**src/inc/mtsr_pkg.sv**
```systemverilog
// package of constants and types for the mac transmit status block
// Functional notes
// - no carrier seen sets both carrier flags
// - mac loopback always reports carrier lost
// - sixteenth collision aborts, sets bit 6
// - collision after slot time sets bit 5
// - slot measured from preamble or delimiter
// - late collision backs off, no abort
// - late collision bit cleared after status write
// - monitor alignment or address miss sets bit 3
// - receive crc checker runs during transmit
// - fcs inhibit holds monitored bad low
// - any loopback mode reports monitored bad zero
// - tx fifo underrun aborts, sets bit 2
// - size mismatch aborts, sets bit 1
// - excessive collisions also set mismatch bit
// - ok bit only without bits 1, 2, 6 or 10 (bits 3 and 5 may stand with it)
// - no carrier set at preamble, cleared on carrier
// - deferred set on deferral during first attempt, cleared on collision
package mtsr_pkg;
  // ----------------------------------------
  // register offsets
  // ----------------------------------------
  localparam logic [7:0] MTSR_OFF_TCR = 8'h00;
  localparam logic [7:0] MTSR_OFF_CTRL = 8'h04;
  localparam logic [7:0] MTSR_OFF_DESC = 8'h08;
  localparam logic [7:0] MTSR_OFF_IRQ_STAT = 8'h0C;
  localparam logic [7:0] MTSR_OFF_IRQ_MASK = 8'h10;
  // ----------------------------------------
  // status bit positions
  // ----------------------------------------
  localparam int MTSR_B_OK = 0;
  localparam int MTSR_B_BCM = 1;
  localparam int MTSR_B_FU = 2;
  localparam int MTSR_B_PMB = 3;
  localparam int MTSR_B_OWC = 5;
  localparam int MTSR_B_EXC = 6;
  localparam int MTSR_B_CARRIER_LOST_FLAG = 7;
  localparam int MTSR_B_NO_CARRIER_FLAG = 8;
  localparam int MTSR_B_DEF = 9;
  localparam int MTSR_B_EXD = 10;
  // control bit positions
  localparam int MTSR_C_FCS_INH = 0;
  localparam int MTSR_C_LC_REF = 1;
  localparam int MTSR_C_LB_LO = 2;
  // interrupt bits
  localparam int MTSR_I_DONE = 0;
  localparam int MTSR_I_ERR = 1;
  localparam int MTSR_I_NUM = 2;
  // ----------------------------------------
  // timing
  // ----------------------------------------
  localparam int MTSR_CLK_HZ = 20000000;
  localparam real MTSR_SLOT_US = 51.2;
  localparam int MTSR_SLOT_CYC = int'(MTSR_SLOT_US * real'(MTSR_CLK_HZ) / 1.0e6);
  localparam logic [10:0] MTSR_SLOT_CNT = 11'(MTSR_SLOT_CYC);
  localparam logic [4:0] MTSR_MAX_COLL = 5'h10;
  localparam logic [15:0] MTSR_ZERO16 = 16'h0000;
  // loopback modes
  localparam logic [1:0] MTSR_LB_NONE = 2'h0;
  localparam logic [1:0] MTSR_LB_MAC = 2'h1;
  // ----------------------------------------
  // types
  // ----------------------------------------
  typedef struct packed {
    logic preamble_start;
    logic sfd;
    logic carrier_sense;
    logic collision;
    logic deferred;
    logic done;
  } mtsr_line_t;
  typedef struct packed {
    logic underrun;
    logic excessive_deferral;
    logic [15:0] packet_size;
    logic [15:0] fragment_sum;
    logic size_valid;
  } mtsr_dma_t;
  typedef struct packed {
    logic done;
    logic alignment_error;
    logic address_miss;
    logic rx_fifo_overrun;
  } mtsr_mon_t;
  typedef enum logic [1:0] {MTSR_IDLE, MTSR_SEND, MTSR_WRITE} mtsr_state_t;
endpackage
```
**src/design/mtsr_top.sv**
```systemverilog
// mac transmit status logic with apb registers
//
// Design decisions made here: register access over APB and the address map.
module mtsr_top (
  input wire logic pclk,
  input wire logic presetn,
  input wire logic psel,
  input wire logic penable,
  input wire logic pwrite,
  input wire logic [7:0] paddr,
  input wire logic [31:0] pwdata,
  output logic [31:0] prdata,
  output logic pready,
  output logic pslverr,
  input wire mtsr_pkg::mtsr_line_t line_in,
  input wire mtsr_pkg::mtsr_dma_t dma_in,
  input wire mtsr_pkg::mtsr_mon_t mon_in,
  input wire logic status_written,
  output logic tx_abort,
  output logic backoff_retry,
  output logic rx_crc_enable,
  output logic desc_write_req,
  output logic [15:0] tx_descriptor_status_word,
  output logic irq
);
  import mtsr_pkg::*;
  // ----------------------------------------
  // line input synchronisers
  // ----------------------------------------
  mtsr_line_t line_s1;
  mtsr_line_t line_s2;
  always_ff @(posedge pclk or negedge presetn)
  begin
    if (!presetn)
    begin
      line_s1 <= '0;
      line_s2 <= '0;
    end
    else
    begin
      line_s1 <= line_in;
      line_s2 <= line_s1;
    end
  end
  // ----------------------------------------
  // registers and state
  // ----------------------------------------
  mtsr_state_t state;
  logic [15:0] transmit_control_and_status;
  logic [2:0] ctrl;
  logic [1:0] lb_mode;
  logic [10:0] slot_cnt;
  logic slot_run;
  logic slot_over;
  logic [4:0] coll_cnt;
  logic first_attempt;
  logic coll_prev;
  localparam int I_NUM_W = MTSR_I_NUM;
  logic [I_NUM_W-1:0] irq_stat;
  logic [I_NUM_W-1:0] irq_mask;
  // ----------------------------------------
  // decode
  // ----------------------------------------
  wire acc = psel && penable;
  wire wr = acc && pwrite;
  wire hit_tcr = paddr == MTSR_OFF_TCR;
  wire hit_ctrl = paddr == MTSR_OFF_CTRL;
  wire hit_desc = paddr == MTSR_OFF_DESC;
  wire hit_is = paddr == MTSR_OFF_IRQ_STAT;
  wire hit_im = paddr == MTSR_OFF_IRQ_MASK;
  wire hit_any = hit_tcr || hit_ctrl || hit_desc || hit_is || hit_im;
  wire fcs_inhibit = ctrl[MTSR_C_FCS_INH];
  wire late_collision_reference_select = ctrl[MTSR_C_LC_REF];
  wire sending = state == MTSR_SEND;
  wire coll = sending && line_s2.collision && !coll_prev;
  wire last_coll = coll && (coll_cnt == MTSR_MAX_COLL - 5'h01);
  wire size_bad = sending && dma_in.size_valid && (dma_in.packet_size != dma_in.fragment_sum);
  wire ufl = sending && dma_in.underrun;
  wire abort_now = last_coll || size_bad || ufl;
  wire finish = sending && (line_s2.done || abort_now);
  wire slot_start = late_collision_reference_select ? line_s2.sfd : line_s2.preamble_start;
  wire any_lb = lb_mode != MTSR_LB_NONE;
  wire mon_bad = mon_in.done && (mon_in.alignment_error || mon_in.address_miss) && !fcs_inhibit && !any_lb;
  wire err_any = transmit_control_and_status[MTSR_B_EXC] || transmit_control_and_status[MTSR_B_EXD] || transmit_control_and_status[MTSR_B_FU] || transmit_control_and_status[MTSR_B_BCM];
  wire [I_NUM_W-1:0] irq_ev = {finish && !(line_s2.done && !abort_now), finish};
  // ----------------------------------------
  // slot timer and collision count
  // ----------------------------------------
  always_ff @(posedge pclk or negedge presetn)
  begin
    if (!presetn)
    begin
      slot_cnt <= '0;
      slot_run <= 1'b0;
      slot_over <= 1'b0;
    end
    else if (!sending)
    begin
      slot_run <= 1'b0;
      slot_over <= 1'b0;
    end
    else if (slot_start && !slot_run)
    begin
      slot_cnt <= '0;
      slot_run <= 1'b1;
      slot_over <= 1'b0;
    end
    else if (slot_run && !slot_over)
    begin
      slot_cnt <= slot_cnt + 11'h001;
      slot_over <= slot_cnt >= MTSR_SLOT_CNT - 11'h001;
    end
  end
  always_ff @(posedge pclk or negedge presetn)
  begin
    if (!presetn)
    begin
      coll_cnt <= '0;
      first_attempt <= 1'b0;
      coll_prev <= 1'b0;
      state <= MTSR_IDLE;
      backoff_retry <= 1'b0;
      tx_abort <= 1'b0;
      desc_write_req <= 1'b0;
    end
    else
    begin
      coll_prev <= line_s2.collision;
      backoff_retry <= coll && !last_coll;
      tx_abort <= abort_now;
      case (state)
        MTSR_IDLE:
        begin
          if (line_s2.preamble_start)
          begin
            state <= MTSR_SEND;
            coll_cnt <= '0;
            first_attempt <= 1'b1;
          end
        end
        MTSR_SEND:
        begin
          if (coll)
          begin
            coll_cnt <= coll_cnt + 5'h01;
            first_attempt <= 1'b0;
          end
          if (finish)
          begin
            state <= MTSR_WRITE;
            desc_write_req <= 1'b1;
          end
        end
        MTSR_WRITE:
        begin
          if (status_written)
          begin
            state <= MTSR_IDLE;
            desc_write_req <= 1'b0;
          end
        end
        default: state <= MTSR_IDLE;
      endcase
    end
  end
  // ----------------------------------------
  // transmit status bits
  // ----------------------------------------
  always_ff @(posedge pclk or negedge presetn)
  begin
    if (!presetn)
      transmit_control_and_status <= MTSR_ZERO16;
    else
    begin
      if (state == MTSR_IDLE && line_s2.preamble_start)
      begin
        transmit_control_and_status <= MTSR_ZERO16;
        transmit_control_and_status[MTSR_B_NO_CARRIER_FLAG] <= 1'b1;
        transmit_control_and_status[MTSR_B_CARRIER_LOST_FLAG] <= lb_mode == MTSR_LB_MAC;
      end
      if (sending)
      begin
        if (line_s2.carrier_sense && line_s2.sfd)
          transmit_control_and_status[MTSR_B_NO_CARRIER_FLAG] <= 1'b0;
        if (!line_s2.carrier_sense && (line_s2.sfd || (transmit_control_and_status[MTSR_B_NO_CARRIER_FLAG] && finish)))
          transmit_control_and_status[MTSR_B_CARRIER_LOST_FLAG] <= 1'b1;
        if (line_s2.deferred && first_attempt)
          transmit_control_and_status[MTSR_B_DEF] <= 1'b1;
        if (coll)
          transmit_control_and_status[MTSR_B_DEF] <= 1'b0;
        if (coll && slot_over)
          transmit_control_and_status[MTSR_B_OWC] <= 1'b1;
        if (last_coll)
        begin
          transmit_control_and_status[MTSR_B_EXC] <= 1'b1;
          transmit_control_and_status[MTSR_B_BCM] <= 1'b1;
        end
        if (size_bad)
          transmit_control_and_status[MTSR_B_BCM] <= 1'b1;
        if (ufl)
          transmit_control_and_status[MTSR_B_FU] <= 1'b1;
        if (dma_in.excessive_deferral)
          transmit_control_and_status[MTSR_B_EXD] <= 1'b1;
        if (line_s2.done && !abort_now && !err_any && !dma_in.excessive_deferral)
          transmit_control_and_status[MTSR_B_OK] <= 1'b1;
      end
      if (mon_bad)
        transmit_control_and_status[MTSR_B_PMB] <= 1'b1;
      if (state == MTSR_WRITE && status_written)
      begin
        transmit_control_and_status[MTSR_B_OWC] <= 1'b0;
        transmit_control_and_status[MTSR_B_DEF] <= 1'b0;
      end
    end
  end
  // descriptor word and crc enable
  always_ff @(posedge pclk or negedge presetn)
  begin
    if (!presetn)
    begin
      tx_descriptor_status_word <= MTSR_ZERO16;
      rx_crc_enable <= 1'b0;
    end
    else
    begin
      rx_crc_enable <= 1'b1;
      if (state == MTSR_WRITE && !desc_write_req)
        tx_descriptor_status_word <= transmit_control_and_status;
      else if (desc_write_req && state == MTSR_WRITE)
        tx_descriptor_status_word <= transmit_control_and_status;
    end
  end
  // ----------------------------------------
  // apb slave and interrupts
  // ----------------------------------------
  wire [31:0] rd_mux = hit_tcr ? {16'h0000, transmit_control_and_status} :
                       hit_ctrl ? {27'h0, lb_mode, ctrl} :
                       hit_desc ? {16'h0000, tx_descriptor_status_word} :
                       hit_is ? {30'h0, irq_stat} :
                       hit_im ? {30'h0, irq_mask} : 32'h0000_0000;
  always_ff @(posedge pclk or negedge presetn)
  begin
    if (!presetn)
    begin
      ctrl <= '0;
      lb_mode <= MTSR_LB_NONE;
      irq_stat <= '0;
      irq_mask <= '0;
      prdata <= 32'h0000_0000;
      pready <= 1'b0;
      pslverr <= 1'b0;
      irq <= 1'b0;
    end
    else
    begin
      pready <= psel && !pready;
      pslverr <= psel && !pready && !hit_any;
      prdata <= rd_mux;
      if (wr && pready && hit_ctrl)
      begin
        ctrl <= pwdata[2:0];
        lb_mode <= pwdata[4:3];
      end
      if (wr && pready && hit_im)
        irq_mask <= pwdata[1:0];
      irq_stat <= (irq_stat & ~((wr && pready && hit_is) ? pwdata[1:0] : 2'h0)) | irq_ev;
      irq <= |(irq_stat & irq_mask);
    end
  end
endmodule // mtsr_top

```
**config.mk**
```make
export PLATFORM = sky130hd
export DESIGN_NAME = mtsr_top
export DESIGN_NICKNAME = d
export VERILOG_FILES = /design/src/inc/mtsr_pkg.sv /design/src/design/mtsr_top.sv
export SDC_FILE = /design/constraint.sdc
export NUM_CORES = 1
export LEC_CHECK = 0
export ABC_AREA = 1
export BUFFER_PORTS_ARGS = -buffer_cell sky130_fd_sc_hd__buf_2
export CORE_UTILIZATION = 45
export CTS_BUF_LIST = sky130_fd_sc_hd__clkbuf_16
export DETAILED_ROUTE_END_ITERATION = 8
export PLACE_DENSITY = 0.83
export SYNTH_ARGS = -nofsm -noshare
export SYNTH_HDL_FRONTEND = slang
export SYNTH_SLANG_ARGS = --single-unit
```
**constraint.sdc**
```tcl
create_clock -name pclk -period 1.5 [get_ports pclk]
set_input_delay 0.15 -clock pclk [delete_from_list [all_inputs] [get_ports pclk]]
set_output_delay 0.15 -clock pclk [all_outputs]
set_load 0.02 [all_outputs]
```
# Word level (Yosys, flattened, before mapping)
# Index checks and enable logic that the tools add are counted.
dict set report classes {
  n_addsub 2
  multipliers 0
  div 0
  n_lt_le_gt_ge 1
  eq_ne 15
  n_shift 0
  n_mux 46
  bitwise 4
  reduce_logical 73
}
# operator count
set op_table {}
lappend op_table {{2-to-1 mux 16 bit} 5}
lappend op_table {{logical AND 1 bit} 34}
lappend op_table {{2-to-1 mux 11 bit} 3}
lappend op_table {{2-to-1 mux 1 bit} 24}
lappend op_table {{== test 8 x 4 -> 1 bit, second input constant} 2}
lappend op_table {{inequality test 16 bit} 1}
lappend op_table {{logical NOT 1 bit} 14}
lappend op_table {{logical OR 1 bit} 12}
lappend op_table {{2-to-1 mux 2 bit} 6}
lappend op_table {{nonzero test 2 bit} 6}
lappend op_table {{adder 11 x 1 -> 11 bit, second input constant} 1}
lappend op_table {{greater-or-equal comparator 11 x 10 -> 1 bit, second input constant} 1}
lappend op_table {{2-to-1 mux 5 bit} 2}
lappend op_table {{case mux 5 bit (2 select lines)} 1}
lappend op_table {{AND reduction 3 bit} 3}
lappend op_table {{== test 8 x 3 -> 1 bit, second input constant} 1}
lappend op_table {{== test 8 x 5 -> 1 bit, second input constant} 1}
lappend op_table {{logical NOT 8 bit} 1}
lappend op_table {{2-to-1 mux 6 bit} 1}
lappend op_table {{inequality test 2 x 1 -> 1 bit, second input constant} 3}
lappend op_table {{case mux 2 bit (3 select lines)} 1}
lappend op_table {{adder 5 x 1 -> 5 bit, second input constant} 1}
lappend op_table {{== test 5 x 4 -> 1 bit, second input constant} 1}
lappend op_table {{bitwise AND 2 bit} 2}
lappend op_table {{11 further kinds} 14}
dict set report word_totals {
  register_bits 92
  latch_bits 0
  ram_bits 0
  romBits 0
  in_bits 91
  out_inout_bits 55
  memories 0
}

# Longest topological paths before layout
dict set report depth {
  depth_word 14
  ltp_mapped 13
}

# Least setup slack after synthesis
# OpenSTA, ideal clock, no wires.
dict set report synth_timing {
  path_kind {reg-to-reg}
  from {reg coll_cnt[0]}
  to {reg transmit_control_and_status[0]}
  setup_time_ns 0.076
  arrival_ns 1.398
  required_ns 1.424
  slack_ns 0.026
  stages_incl_launch_ff 11
  synth_period_minus_slack_ns 1.474
  cell_sequence {dfrtp_1 -> ha_1 -> nand2_1 -> nor2_1 -> ha_1 -> nand2_2 -> a21boi_1 -> nand2_2 -> inv_1 -> nand3_1 -> o21ai_1}
}
dict set report synth_via {
  elab_chain_cells 10
}
# element line_no
set synth_rtl {}
lappend synth_rtl {{start, declared} mtsr_top.sv:55} ;# logic [4:0] coll_cnt;
lappend synth_rtl {{start signal, assigned} mtsr_top.sv:145} ;# coll_cnt <= coll_cnt + 5'h01;
lappend synth_rtl {{== test 5 x 4 -> 1 bit} mtsr_top.sv:76} ;# wire last_coll = coll && (coll_cnt == MTSR_MAX_COLL - 5'h01);
lappend synth_rtl {{logical AND 1 bit} mtsr_top.sv:76}
lappend synth_rtl {{logical OR 1 bit (2 in a row)} mtsr_top.sv:79} ;# wire abort_now = last_coll || size_bad || ufl;
lappend synth_rtl {{named net abort_now} mtsr_top.sv:79}
lappend synth_rtl {{logical NOT 1 bit} mtsr_top.sv:204} ;# if (line_s2.done && !abort_now && !err_any && !dma_in.excessive_deferral)
lappend synth_rtl {{logical AND 1 bit (3 in a row)} mtsr_top.sv:204}
lappend synth_rtl {{2-to-1 mux 1 bit} mtsr_top.sv:204}
lappend synth_rtl {{2-to-1 mux 3 bit} mtsr_top.sv:181} ;# if (sending)
lappend synth_rtl {{end signal, assigned by index} mtsr_top.sv:184} ;# transmit_control_and_status[MTSR_B_NO_CARRIER_FLAG] <= 1'b0;
lappend synth_rtl {{end signal, assigned by index} mtsr_top.sv:203} ;# transmit_control_and_status[MTSR_B_EXD] <= 1'b1;
lappend synth_rtl {{end signal, assigned by index} mtsr_top.sv:205} ;# transmit_control_and_status[MTSR_B_OK] <= 1'b1;
lappend synth_rtl {{end, declared} mtsr_top.sv:49} ;# logic [15:0] transmit_control_and_status;
# The timed path passes the listed nets, and every way through them passes these cells.
# A chain may end at the register's enable or synchronous reset.

# Worst setup path in the final report
dict set report layout_timing {
  from {reg ctrl[1]}
  to {reg slot_cnt[6]}
}
dict set report layout_via {
  elab_chain_cells 4
  word_cells_on_any_way 5
  classes_between {mux (2); reduce/logical (3)}
}
# element line_no
set layout_rtl {}
lappend layout_rtl {{start, declared} mtsr_top.sv:50} ;# logic [2:0] ctrl;
lappend layout_rtl {{start signal, assigned} mtsr_top.sv:261} ;# ctrl <= pwdata[2:0];
lappend layout_rtl {{2-to-1 mux 1 bit (*)} mtsr_top.sv:81} ;# wire slot_start = late_collision_reference_select ? line_s2.sfd : line_s2.preamble_start;
lappend layout_rtl {{logical AND 1 bit (*)} mtsr_top.sv:102} ;# else if (slot_start && !slot_run)
lappend layout_rtl {{nonzero test 2 bit (no line)} --}
lappend layout_rtl {{AND reduction 2 bit (no line)} --}
lappend layout_rtl {{end signal, assigned} mtsr_top.sv:110} ;# slot_cnt <= slot_cnt + 11'h001;
lappend layout_rtl {{end, declared} mtsr_top.sv:52} ;# logic [10:0] slot_cnt;
# Mark *: on every way between the ends. The rest lies on a longest branch, timed or not.

==> results.cfg <==
[run_status]
status = complete, but fails checks
violations = setup timing

[layout]
final_nets = 692
syn_to_final_growth_pct = 29.0
antennaDiodeCount = 0
fin_area_um2 = 5050
seqCellArea_um2 = 2030
multi_input_area_um2 = 1560
layout-drive-gt1-share_pct = 30.2
layout.cells.non_filler = 707
fill_cells = 702

[sta]
setup_viol = 3
final_hold_viol_count = 0
fin_ws_ps = -47.6
finClkSkew_ps = 5.95
slew_viol_final = 0
max_freq_mhz = 646
layout_min_cycle_time_ps = 1550
period_share_pct = 103
rsz0062_at_grt = true

[hold_path]
hp-class = primary input to flop
min_path_cells = 2

[route]
drt-vias-per-instance = 4.77
ant_nets = 0
num_vias = 3370
drc = 0
firstDrtPassIters = 5
drt-initial-drc-count = 135
wl_um = 8540
avgRoutedWirePerCell_um = 12.1

[worst_setup_path]
cp.required_ps = 1760
critPathCaptureType = flop
cp_cell_sequence = nand2_2 -> o21ai_4 -> nor2_4 -> o21ai_4 -> nor3_4 -> buf_4 -> nand2_2 -> inv_2 -> nand2_1 -> a21oi_2
critical_path.max_stage_delay_ps = 440
crit_path_max_fanout = 3
crit_type = flop to flop
start_kind = flop
cp_top_family = simple AND/OR/NAND/NOR gates
crit_cells = 10
rr_worst_depth = 10
cpMaxStageDelayCell = dfrtp_2
critPathBufInv = 2
arrival_ps = 1800

[synthesis]
ys_seq_area_share_pct = 51.8
synth_area_leaders = dfrtp_1 52%, nand2_1 10%, inv_1 7.2%
synth_edf_count = 0
postSynth.asyncResetShare_pct = 100
yosysMostFrequentCell = nand2_1
syn_inst = 461
synth_commonest_cells = 108 x nand2_1, 81 x dfrtp_1, 75 x inv_1, 43 x nor2_1, 41 x o21ai_0
synthDistinctLibCells = 39
avgSynthCellArea_um2 = 8.49
synthFlopType = dfrtp_1
yosysTopAreaCell = dfrtp_1
ys_warn_count = 0
netlist_area_um2 = 3920
synth-seq-cells = 81
synth_top_area_share_pct = 51.8

[floorplanning]
fp.dieH_um = 95.3
core_um2 = 8300
die_area_um2 = 9080
fp.dieW_um = 95.3
ios = 146
initial_core_util_pct = 47.2
fp-row-count = 33

[power]
cell_internal_pwr_uw = 4270
seqPwrFrac_pct = 42.4
p_switching_uw = 2130
pwr-share-clk_pct = 29.4
peakVddDrop_v = 0.000632
swShare_pct = 33.3
leakagePower_uw = 0.00275
p_comb_share_pct = 28.3
powerDensity_nw_per_um2 = 1270

[grt]
grt_max_degree = 82
grt-ovfl-total = 0
grt_pass1_wl_um = 14000
antenna_found_initial = 0
track_usage_pct = 20.1
grt_pass1_vias = 3307

[clock_tree]
cts_max_path_buffers = 2
clock_sinks = 81
numCtsBuffers = 9
clkSlewWorstSetupHoldPaths_ps = 50
cts_max_level = 3
root_buffer = clkbuf_16
insertion_delay_ps = 330
cts_tree = built

[placement]
io_buffers = 90
hpwl_um = 6180
place_congestion = 0.835
dpl_cell_area_um2 = 4540
dp_slack_ps = -85.2
placed_cells = 672

[flow_run]
maxCapViolations = 0
cells by family (layout without fill, tap and decap cells):
logic type | Yosys count | count (layout) | share of synthesized area, %
AOI/OAI and AO/OA | 69 | 69 | 10.4
adders and majority gates | 3 | 3 | 0.959
buffers and inverters | 109 | 224 | 13.2
DFF | 81 | 81 | 51.8
muxes | 2 | 2 | 0.575
other | 2 | 28 | 0.192
and+or+nand+nor | 195 | 195 | 22.9
sequential cells by signal, indices dropped and copies added (netlist names), 2 cells and up:
signal / flops
slot_cnt: 11
irq_stat: 2
coll_cnt: 5
lb_mode: 2
ctrl: 3
irq_mask: 2
line_s2: 6
tx_descriptor_status_word: 10
prdata: 11
state: 2
transmit_control_and_status: 10
line_s1: 6
metal layers:
layer / vias to the layer above / global-route usage [%] / share of wire, %
li1: 1663 / - / -
met1: 1589 / 22.0 / 41
met2: 108 / 37.8 / 53
met3: 10 / 5.66 / 5.0
met4: 0 / 5.43 / 1.1
met5: - / 0 / 0
power by group through the flow:
stage / registers (uW) / logic [uW] / clock network (uW)
detailed placement: 2750 / 1610 / 0
global route: 2740 / 2010 / 2020
finish: 2710 / 1810 / 1880
global placement: 2730 / 1550 / 0
floorplan: 2860 / 884 / 0
CTS: 2710 / 1750 / 1910
worst reg2reg max path, cell delays in order, from the launching register on:
cell	delay, ps
dfrtp_2	440
nand2_2	100
o21ai_4	70
nor2_4	150
o21ai_4	80
nor3_4	210
buf_4	150
nand2_2	50
inv_2	50
nand2_1	50
a21oi_2	120
cell type report:
class                   count  area share [%]
repair buffers            130            15.5
flip-flops and latches     81            40.2
well taps                 105            2.60
inverters                  79            5.92
multi-input cells         297            30.8
clock buffers               9            4.46
clock inverters             6           0.570
what timing repair did:
| item | CTS | global route |
|---|---|---|
| pin swaps | 3 | 7 |
| buffers inserted | 6 | 8 |
| cloned | 0 | 0 |
| endpoints found under the hold margin | 87 | 0 |
| hold buffers | 7 | 0 |
| gates resized for setup | 6 | 21 |
| setup endpoints to repair | 5 | 18 |
per-stage QoR:
step	hold WS [ps]	total power, uW	utilization [%]	setup TNS (ps)
2_1_floorplan	-146	3750	-	0
3_3_place_gp	204	4280	54.7	-25.9
3_5_place_dp	208	4360	54.7	-133
4_1_cts	40.6	6370	59.4	0
5_1_grt	27.2	6780	60.9	-982
6_report	27.3	6400	60.9	-127
placed cells by master, fill, tap and decap left out, types with 2 or more instances in the layout:
master and instances:
nor2_1 40, nor2_4 6, o21ai_4 2, nor3b_2 2, dlygate4sd3_1 7, nor3_2 4
inv_1 74, mux2_2 2, nor3_1 7, clkinv_2 2, nor3_4 4, buf_2 89
buf_4 33, a221o_1 2, clkbuf_16 9, o21ai_1 3, a31oi_1 2, nor4_1 2
ha_2 2, dfrtp_1 80, nand4_1 3, nand3_1 8, nor2_2 3, a21oi_1 9
o21a_1 2, o21ai_0 40, nor3b_1 2, conb_1 28, nand2_2 8, nand2_1 104
inv_2 6
final timing paths:
path | startpoint | to | slack, ps
worst min-delay path | status_written | state[1]$_DFFE_PN0P_ | 30
worst max register to register | ctrl[1]$_DFFE_PN0P_ | slot_cnt[6]$_DFFE_PN0P_ | -50
worst min register to register | line_s1[2]$_DFF_PN0_ | line_s2[2]$_DFF_PN0_ | 350
worst max-delay path | ctrl[1]$_DFFE_PN0P_ | slot_cnt[6]$_DFFE_PN0P_ | -50
max in group asynchronous | presetn | ctrl[1]$_DFFE_PN0P_ | 770
min in group asynchronous | presetn | prdata[6]$_DFF_PN0_ | 380
Note: power is estimated with default switching activity, not from simulation.
